[src/design/ueoa_pkg.sv]
// Package: register map, field layout and timing constants for the pipe status block
`default_nettype none
//
// Summary of operation
// - IN pipe drained sets its flag
// - OUT pipe oversized packet sets flag
// - Pipe oversize forces handshake field to stall
// - Control pipe IN drained sets flag
// - Control pipe OUT over max size sets flag
// - Control pipe oversize forces stall response
// - Writing zero clears a flag
// - No clearing while internal clock stopped
// - Writing one leaves flag unchanged
// - One write may clear several flags
// - Seven-bit address field, read only
// - Address captured after SET_ADDRESS status stage
// - Upper nine address bits read zero
// - Address register resets to zero
package ueoa_pkg;
  localparam int          NUM_FLAGS     = 7;
  localparam int          NUM_GPIPES    = 6;
  localparam int          ADDR_W        = 8;
  localparam int          DATA_W        = 32;
  localparam int          USB_ADDR_W    = 7;
  localparam int          MPS_W         = 7;
  localparam int          PKT_LEN_W     = 11;
  localparam int          HS_W          = 2;
  localparam logic [7:0]  OFS_STATUS    = 8'h6c;
  localparam logic [7:0]  OFS_USB_ADDR  = 8'h74;
  localparam logic [7:0]  OFS_IRQ_MASK  = 8'h90;
  localparam logic [7:0]  OFS_CTRL      = 8'h94;
  localparam int          CTRL_CLKEN    = 0;
  localparam int          CTRL_MPS_LSB  = 8;
  localparam logic [15:0] STATUS_RST    = 16'h0000;
  localparam logic [15:0] USB_ADDR_RST  = 16'h0000;
  localparam logic [1:0]  HS_STALL      = 2'h2;
  localparam logic [6:0]  MPS_RST       = 7'h40;
  localparam int          CLEAR_GAP_NS  = 100;
  localparam int          CLK_PERIOD_NS = 10;
  localparam int          CLEAR_GAP_CYC = (CLEAR_GAP_NS + CLK_PERIOD_NS - 1) / CLK_PERIOD_NS;

  typedef struct packed {
    logic [NUM_FLAGS-1:0] is_in;
    logic [NUM_FLAGS-1:0] buf_drained;
    logic [NUM_FLAGS-1:0] pkt_done;
  } ueoa_pipe_ev_s;

  typedef struct packed {
    logic [ADDR_W-1:0] address;
    logic              read;
    logic              write;
    logic [DATA_W-1:0] writedata;
  } ueoa_bus_req_s;

  typedef enum logic [1:0] {
    ST_IDLE = 2'b00,
    ST_RESP = 2'b01
  } ueoa_bus_st_e;
endpackage
`default_nettype wire

[src/design/ueoa_top.sv]
// Top: pipe empty/overrun flags, stall forcing, device address and bus slave
//
// The Avalon-MM register port was left to the implementer.
`timescale 1ns/1ps
`default_nettype none
module ueoa_top (
  input  wire logic                                   mclk,
  input  wire logic                                   sys_rst,
  input  wire logic                                   soft_rst,
  input  wire logic [ueoa_pkg::ADDR_W-1:0]            avs_address,
  input  wire logic                                   avs_read,
  input  wire logic                                   avs_write,
  input  wire logic [ueoa_pkg::DATA_W-1:0]            avs_writedata,
  output logic      [ueoa_pkg::DATA_W-1:0]            avs_readdata,
  output logic                                        avs_waitrequest,
  input  wire logic [ueoa_pkg::NUM_FLAGS-1:0]         pipe_is_in,
  input  wire logic [ueoa_pkg::NUM_FLAGS-1:0]         pipe_buf_drained,
  input  wire logic [ueoa_pkg::NUM_FLAGS-1:0]         pipe_pkt_done,
  input  wire logic [ueoa_pkg::PKT_LEN_W-1:0]         rx_pkt_len,
  input  wire logic [ueoa_pkg::NUM_GPIPES*ueoa_pkg::MPS_W-1:0] gpipe_max_pkt_size,
  input  wire logic                                   set_addr_req,
  input  wire logic [ueoa_pkg::USB_ADDR_W-1:0]        set_addr_value,
  input  wire logic                                   status_stage_done,
  output logic      [ueoa_pkg::NUM_FLAGS-1:0]         stall_force,
  output logic      [ueoa_pkg::USB_ADDR_W-1:0]        usb_device_address,
  output logic                                        irq
);
  import ueoa_pkg::*;

  // ----------------------------------------------------------------
  // Bus request decode
  // ----------------------------------------------------------------
  ueoa_bus_req_s           req;
  ueoa_bus_st_e            bus_st_ff;
  ueoa_pipe_ev_s           ev;
  logic [NUM_FLAGS-1:0]    flags_ff;
  logic [NUM_FLAGS-1:0]    mask_ff;
  logic [NUM_FLAGS-1:0]    set_ev;
  logic [NUM_FLAGS-1:0]    clr_ev;
  logic [NUM_FLAGS-1:0]    oversize;
  logic                    clk_en_ff;
  logic [MPS_W-1:0]        ctrl_mps_ff;
  logic [USB_ADDR_W-1:0]   addr_ff;
  logic [USB_ADDR_W-1:0]   pend_addr_ff;
  logic                    pend_valid_ff;
  logic                    wr_go;
  logic                    rd_go;
  logic [DATA_W-1:0]       nxt_rdata;

  function automatic logic hit(input logic [ADDR_W-1:0] a, input logic [7:0] ofs);
    hit = (a == ofs);
  endfunction

  function automatic logic [MPS_W-1:0] pipe_mps(input int idx,
                                                input logic [MPS_W-1:0] cmps,
                                                input logic [NUM_GPIPES*MPS_W-1:0] g);
    if (idx == 0) begin
      pipe_mps = cmps;
    end else begin
      pipe_mps = g[(idx-1)*MPS_W +: MPS_W];
    end
  endfunction

  assign req = {avs_address, avs_read, avs_write, avs_writedata};
  assign ev  = {pipe_is_in, pipe_buf_drained, pipe_pkt_done};

  // One wait cycle: read data is caught on the first edge, a write lands
  // on the edge where waitrequest is seen low
  assign wr_go = req.write && (bus_st_ff == ST_RESP);
  assign rd_go = req.read && (bus_st_ff == ST_IDLE);

  always_ff @(posedge mclk or posedge sys_rst) begin
    if (sys_rst) begin
      bus_st_ff <= ST_IDLE;
    end else begin
      case (bus_st_ff)
        ST_IDLE: begin
          if (req.read || req.write) begin
            bus_st_ff <= ST_RESP;
          end
        end
        ST_RESP: begin
          bus_st_ff <= ST_IDLE;
        end
        default: begin
          bus_st_ff <= ST_IDLE;
        end
      endcase
    end
  end

  always_ff @(posedge mclk or posedge sys_rst) begin
    if (sys_rst) begin
      avs_waitrequest <= 1'b1;
    end else begin
      avs_waitrequest <= !(bus_st_ff == ST_IDLE && (req.read || req.write));
    end
  end

  // ----------------------------------------------------------------
  // Event detection per pipe
  // ----------------------------------------------------------------
  genvar gi;
  generate
    for (gi = 0; gi < NUM_FLAGS; gi++) begin : g_pipe
      logic [MPS_W-1:0] mps;
      assign mps = pipe_mps(gi, ctrl_mps_ff, gpipe_max_pkt_size);
      assign oversize[gi] = ev.pkt_done[gi] && !ev.is_in[gi]
                            && (rx_pkt_len > {{(PKT_LEN_W-MPS_W){1'b0}}, mps});
      assign set_ev[gi] = (ev.is_in[gi] && ev.buf_drained[gi])
                          || oversize[gi];
    end
  endgenerate

  // Zero bits clear, one bits ignored, several at once allowed
  assign clr_ev = (wr_go && hit(req.address, OFS_STATUS) && clk_en_ff)
                  ? ~req.writedata[NUM_FLAGS-1:0]
                  : '0;

  // ----------------------------------------------------------------
  // Flags, mask, stall forcing
  // ----------------------------------------------------------------
  always_ff @(posedge mclk or posedge sys_rst) begin
    if (sys_rst) begin
      flags_ff <= STATUS_RST[NUM_FLAGS-1:0];
    end else if (soft_rst) begin
      flags_ff <= STATUS_RST[NUM_FLAGS-1:0];
    end else begin
      flags_ff <= (flags_ff & ~clr_ev) | set_ev;
    end
  end

  always_ff @(posedge mclk or posedge sys_rst) begin
    if (sys_rst) begin
      stall_force <= '0;
    end else begin
      stall_force <= oversize;
    end
  end

  always_ff @(posedge mclk or posedge sys_rst) begin
    if (sys_rst) begin
      mask_ff     <= '0;
      clk_en_ff   <= 1'b1;
      ctrl_mps_ff <= MPS_RST;
    end else if (wr_go && hit(req.address, OFS_IRQ_MASK)) begin
      mask_ff <= req.writedata[NUM_FLAGS-1:0];
    end else if (wr_go && hit(req.address, OFS_CTRL)) begin
      clk_en_ff   <= req.writedata[CTRL_CLKEN];
      ctrl_mps_ff <= req.writedata[CTRL_MPS_LSB +: MPS_W];
    end
  end

  always_ff @(posedge mclk or posedge sys_rst) begin
    if (sys_rst) begin
      irq <= 1'b0;
    end else begin
      irq <= |(((flags_ff & ~clr_ev) | set_ev) & mask_ff);
    end
  end

  // ----------------------------------------------------------------
  // Device address capture
  // ----------------------------------------------------------------
  always_ff @(posedge mclk or posedge sys_rst) begin
    if (sys_rst) begin
      pend_addr_ff  <= '0;
      pend_valid_ff <= 1'b0;
      addr_ff       <= USB_ADDR_RST[USB_ADDR_W-1:0];
    end else if (soft_rst) begin
      pend_addr_ff  <= '0;
      pend_valid_ff <= 1'b0;
      addr_ff       <= USB_ADDR_RST[USB_ADDR_W-1:0];
    end else if (set_addr_req) begin
      pend_addr_ff  <= set_addr_value;
      pend_valid_ff <= 1'b1;
    end else if (status_stage_done && pend_valid_ff) begin
      addr_ff       <= pend_addr_ff;
      pend_valid_ff <= 1'b0;
    end
  end

  always_ff @(posedge mclk or posedge sys_rst) begin
    if (sys_rst) begin
      usb_device_address <= '0;
    end else begin
      usb_device_address <= addr_ff;
    end
  end

  // ----------------------------------------------------------------
  // Read data
  // ----------------------------------------------------------------
  always_comb begin
    nxt_rdata = '0;
    if (hit(req.address, OFS_STATUS)) begin
      nxt_rdata[NUM_FLAGS-1:0] = flags_ff;
    end else if (hit(req.address, OFS_USB_ADDR)) begin
      nxt_rdata[USB_ADDR_W-1:0] = addr_ff;
    end else if (hit(req.address, OFS_IRQ_MASK)) begin
      nxt_rdata[NUM_FLAGS-1:0] = mask_ff;
    end else if (hit(req.address, OFS_CTRL)) begin
      nxt_rdata[CTRL_CLKEN]              = clk_en_ff;
      nxt_rdata[CTRL_MPS_LSB +: MPS_W]   = ctrl_mps_ff;
    end
  end

  always_ff @(posedge mclk or posedge sys_rst) begin
    if (sys_rst) begin
      avs_readdata <= '0;
    end else if (rd_go) begin
      avs_readdata <= nxt_rdata;
    end
  end
endmodule
`default_nettype wire

[config.mk]
export PLATFORM = sky130hd
export DESIGN_NAME = ueoa_top
export DESIGN_NICKNAME = d
export VERILOG_FILES = /design/src/design/ueoa_pkg.sv /design/src/design/ueoa_top.sv
export SDC_FILE = /design/constraint.sdc
export NUM_CORES = 1
export LEC_CHECK = 0
export BUFFER_PORTS_ARGS = -buffer_cell sky130_fd_sc_hd__buf_2
export CORE_MARGIN = 2
export CORE_UTILIZATION = 52
export DETAILED_ROUTE_END_ITERATION = 16
export GPL_ROUTABILITY_DRIVEN = 0
export PLACE_DENSITY = 0.86
export SLEW_MARGIN = 20
export SYNTH_ARGS = -nofsm -noshare
export SYNTH_HDL_FRONTEND = slang
export SYNTH_SLANG_ARGS = --single-unit
[constraint.sdc]
create_clock -name mclk -period 3.5 [get_ports mclk]
set_input_delay 0.35 -clock mclk [delete_from_list [all_inputs] [get_ports mclk]]
set_output_delay 0.35 -clock mclk [all_outputs]
set_load 0.03 [all_outputs]
==> Flow_metrics.wiki <==
{| class="wikitable"
! Metric !! Value
|-
| Register bit total from synthesis || between 60 and 70
|-
| Most frequent cells after synthesis || sky130_fd_sc_hd__dfrtp_1 (65), sky130_fd_sc_hd__inv_1 (60), sky130_fd_sc_hd__ha_1 (49)
|-
| Final WS setup || between 1 and 1.5 ns
|-
| CTS H-tree depth || 3
|-
| Final antenna diode count || 0
|-
| Hold-fix buffer count after cts || 0
|-
| Biggest fanout along the worst timing path || 14
|-
| Largest net degree at the start of global routing || 50
|-
| PostCTS Resize Cnt || 0
|-
| Clk root buf || sky130_fd_sc_hd__clkbuf_8
|-
| Critical Path RT || 3.72 ns
|-
| Sw Pwr || about 520 uW
|-
| Worst setup slack before clock tree synthesis || 0.6896 ns
|-
| Number of max-capacitance violations reported || 0
|-
| Worst-margin pin slew || 0.8227 ns
|-
| Via count of the first global-routing pass || 3,631
|-
| Portion of total power attributed to combinational logic || 18.4%
|-
| Clock network fraction of design power || between 30 and 40%
|-
| Average footprint of a synthesized cell || around 9.8 sq um
|-
| Post-synth top flop || sky130_fd_sc_hd__dfrtp_1
|-
| Number of iterations in the first detailed-routing pass || 5
|-
| Proportion of power drawn by flip-flops and latches || 44.6%
|-
| Layout Cells excl Fill || ~670
|-
| Dominant cell by count in the synthesized netlist || sky130_fd_sc_hd__dfrtp_1
|-
| Switching power share of the total || 27.95%
|-
| Number of warnings reported in the yosys synthesis log || 0
|-
| Total gr overflow || 0
|-
| Hold slack final || 0.1423 ns
|-
| Count of clock tree sinks || between 60 and 70
|-
| Placeable Area || roughly 7700 sq um
|-
| Cell Area, Placed || a little under 5000 sq um
|-
| Static Leakage || between 2 and 3 nW
|-
| Overall power after layout || 1.876 mW
|-
| Total count of hold-check failures in the final report || 0
|-
| Share of flip-flops with an asynchronous set or reset || 100.0%
|-
| Tmin final || between 2 and 2.5 ns
|-
| Distinct cells, synth || 46
|-
| F_max || 0.4087 GHz
|-
| Fin nets || approximately 740
|-
| Power density over the cells || 372.4 nW/um^2
|-
| Effective utilization at floorplan || 53.40%
|-
| Top cells by area in the synthesized netlist || sky130_fd_sc_hd__dfrtp_1 (40%), sky130_fd_sc_hd__ha_1 (15%), sky130_fd_sc_hd__inv_1 (5.5%), sky130_fd_sc_hd__mux2_2 (3.6%), sky130_fd_sc_hd__mux2i_1 (3.4%)
|-
| Kind of critical path || primary input to flip-flop
|-
| Internal power consumption || about 1.4 mW
|-
| Number of buffers inserted during clock tree synthesis || 9
|-
| Core Rows || 32
|-
| Average wire per cell in the routed design || between 15 and 20 um
|-
| Post-Route Skew || 0.006976 ns
|-
| Kind of capture point of the worst setup path || flip-flop
|-
| Die extent in y || 92.85 um
|-
| Type of the most critical hold path || primary input to asynchronous set/reset pin
|-
| EDFF count, synth || 0
|-
| Critical Path AT || 2.67 ns
|-
| Clock transition at path regs || about 0.08 ns
|-
| Relative area change from synthesis to final layout || 22.71%
|-
| Final Cycle Share || around 70%
|-
| Detail Placement HPWL || 8291 um
|-
| CTS tree || yes
|-
| Final design area excluding fillers || between 5000 and 6000 sq um
|-
| Starting DRC count in detailed routing || 98
|-
| Initial antenna violation count || 0
|-
| Combined global-route utilization of all metal layers || roughly a quarter
|-
| Post-detailed-route via-to-cell ratio || ~5.3
|-
| ANT nets after route || 0
|-
| Worst-case clock buffer depth || 2
|-
| Peak supply drop || around 0.00033 V
|-
| Insertion delay of the later-clocked pin in the worst-skew pair || between 0.3 and 0.4 ns
|-
| Count of unresolved DRC violations after routing || 0
|-
| Die ar. || 8621 sq um
|-
| Mapped cell area || a little over 4000 sq um
|-
| Core occupancy in the finished layout || approximately 66%
|-
| Unrepaired setup endpoints after global routing || false
|-
| Number of instances in the placed design || 650
|-
| Number of buffers added on ports || ~140
|-
| Setup violators final || 0
|-
| Library cell with the largest summed area after synthesis || sky130_fd_sc_hd__dfrtp_1
|-
| Portion of the post-synthesis area used by sequential elements || approximately two fifths
|-
| Proportion of layout cells with a drive suffix above 1 || around 32%
|-
| Max-slew headroom at the worst pin || 45.09%
|-
| Nature of the critical path startpoint || primary input
|-
| Post-CTS repair timing setup buffer count || 0
|-
| Wire length of the first global-routing pass || between 15,000 and 20,000 um
|-
| Status || finished, final reports clean
|-
| Final number of max-transition violations || 0
|-
| Gate count after technology mapping || roughly 420
|-
| Reg2reg setup slack || ~1.1 ns
|-
| Top-Level Pins || 176
|-
| Total number of vias || about 3,600
|-
| Sum of negative setup slack || 0 ns
|-
| Overall die width || 92.85 um
|-
| Wirelength, routed || ~10,000 um
|-
| Area fraction of the dominant cell type after synthesis || slightly below 40%
|}
-- routing by layer --
metal  GRT usage, %  vias to the layer above  wire length [um]
li1               -                     1723                 -
met1          29.41                     1653              4325
met2          42.27                      148              5081
met3          5.370                       29               776
met4          10.66                        0               233
met5              0                        -                 0
-- logic make-up (layout without fill, tap and decap cells) --
kind of cell             count (synthesis)  after routing  share of synthesized area, %
buffers and inverters                   89            217                         10.03
AND/OR/NAND/NOR                        106            106                         12.37
AO/OA/AOI/OAI                           79             79                         14.05
multiplexers                            27             27                         6.979
other                                    1             18                       0.09135
flip-flops                              68             68                         41.54
adder cells (fa/ha/maj)                 49             49                         14.93
-- layout make-up --
class / instances / area [sq um]
Inverter: 60 / 226.5
Clock inverter: 7 / 91.34
Clock buffer: 9 / 123.9
Multi-Input combinational cell: 279 / 2052
Fill cell: 631 / 2650
Sequential cell: 68 / 1705
Timing Repair Buffer: 141 / 710.7
Tap cell: 102 / 127.6
-- sequential cells by signal (all words and copies together) (netlist names) --
name	count
irq	1
stall_force	7
ctrl_mps_ff	7
clk_en_ff	1
usb_device_address	7
avs_readdata	14
addr_ff	7
bus_st_ff	1
flags_ff	7
mask_ff	7
pend_valid_ff	1
pend_addr_ff	7
avs_waitrequest	1
-- cells in the final DEF, fill, tap and decap left out, types with 14 or more instances in the layout --
cell type	count
sky130_fd_sc_hd__nand3_1	16
sky130_fd_sc_hd__mux2i_1	14
sky130_fd_sc_hd__nor2_1	33
sky130_fd_sc_hd__ha_1	49
sky130_fd_sc_hd__dfrtp_1	65
sky130_fd_sc_hd__o21ai_0	16
sky130_fd_sc_hd__conb_1	18
sky130_fd_sc_hd__nand2_1	27
sky130_fd_sc_hd__a21oi_1	16
sky130_fd_sc_hd__buf_2	139
sky130_fd_sc_hd__inv_1	59
-- worst max-delay path, stage by stage --
cell and delay, ns:
sky130_fd_sc_hd__buf_2 0.09, sky130_fd_sc_hd__or4_1 0.80, sky130_fd_sc_hd__o311a_2 0.49, sky130_fd_sc_hd__o41a_1 0.13, sky130_fd_sc_hd__a211oi_2 0.27, sky130_fd_sc_hd__o2111ai_1 0.14, sky130_fd_sc_hd__a2111o_1 0.39
-- worst paths after layout --
| path | start | endpoint | cells past startpoint |
|---|---|---|---|
| worst min register to register | addr_ff[3]$_DFFE_PP0P_ | usb_device_address[3]$_DFF_PP0_ | 0 |
| worst max register to register | ctrl_mps_ff[6]$_DFFE_PP1P_ | irq$_DFF_PP0_ | 8 |
| min in group mclk | avs_writedata[3] | mask_ff[3]$_DFFE_PP0P_ | 3 |
| worst max-delay path | rx_pkt_len[10] | irq$_DFF_PP0_ | 7 |
| worst min-delay path | sys_rst | avs_readdata[1]$_DFFE_PP0P_ | 2 |
| max in group asynchronous | sys_rst | avs_readdata[4]$_DFFE_PP0P_ | 3 |
-- power groups by stage --
stage / clock, mW / combinational, mW / sequential (mW)
after global placement: 0 / 0.321 / 0.849
final: 0.695 / 0.345 / 0.836
after detailed placement: 0 / 0.344 / 0.850
after CTS: 0.705 / 0.345 / 0.835
after floorplan: 0 / 0.207 / 0.865
after global routing: 0.739 / 0.385 / 0.838
Note: power is estimated with default switching activity, not from simulation.
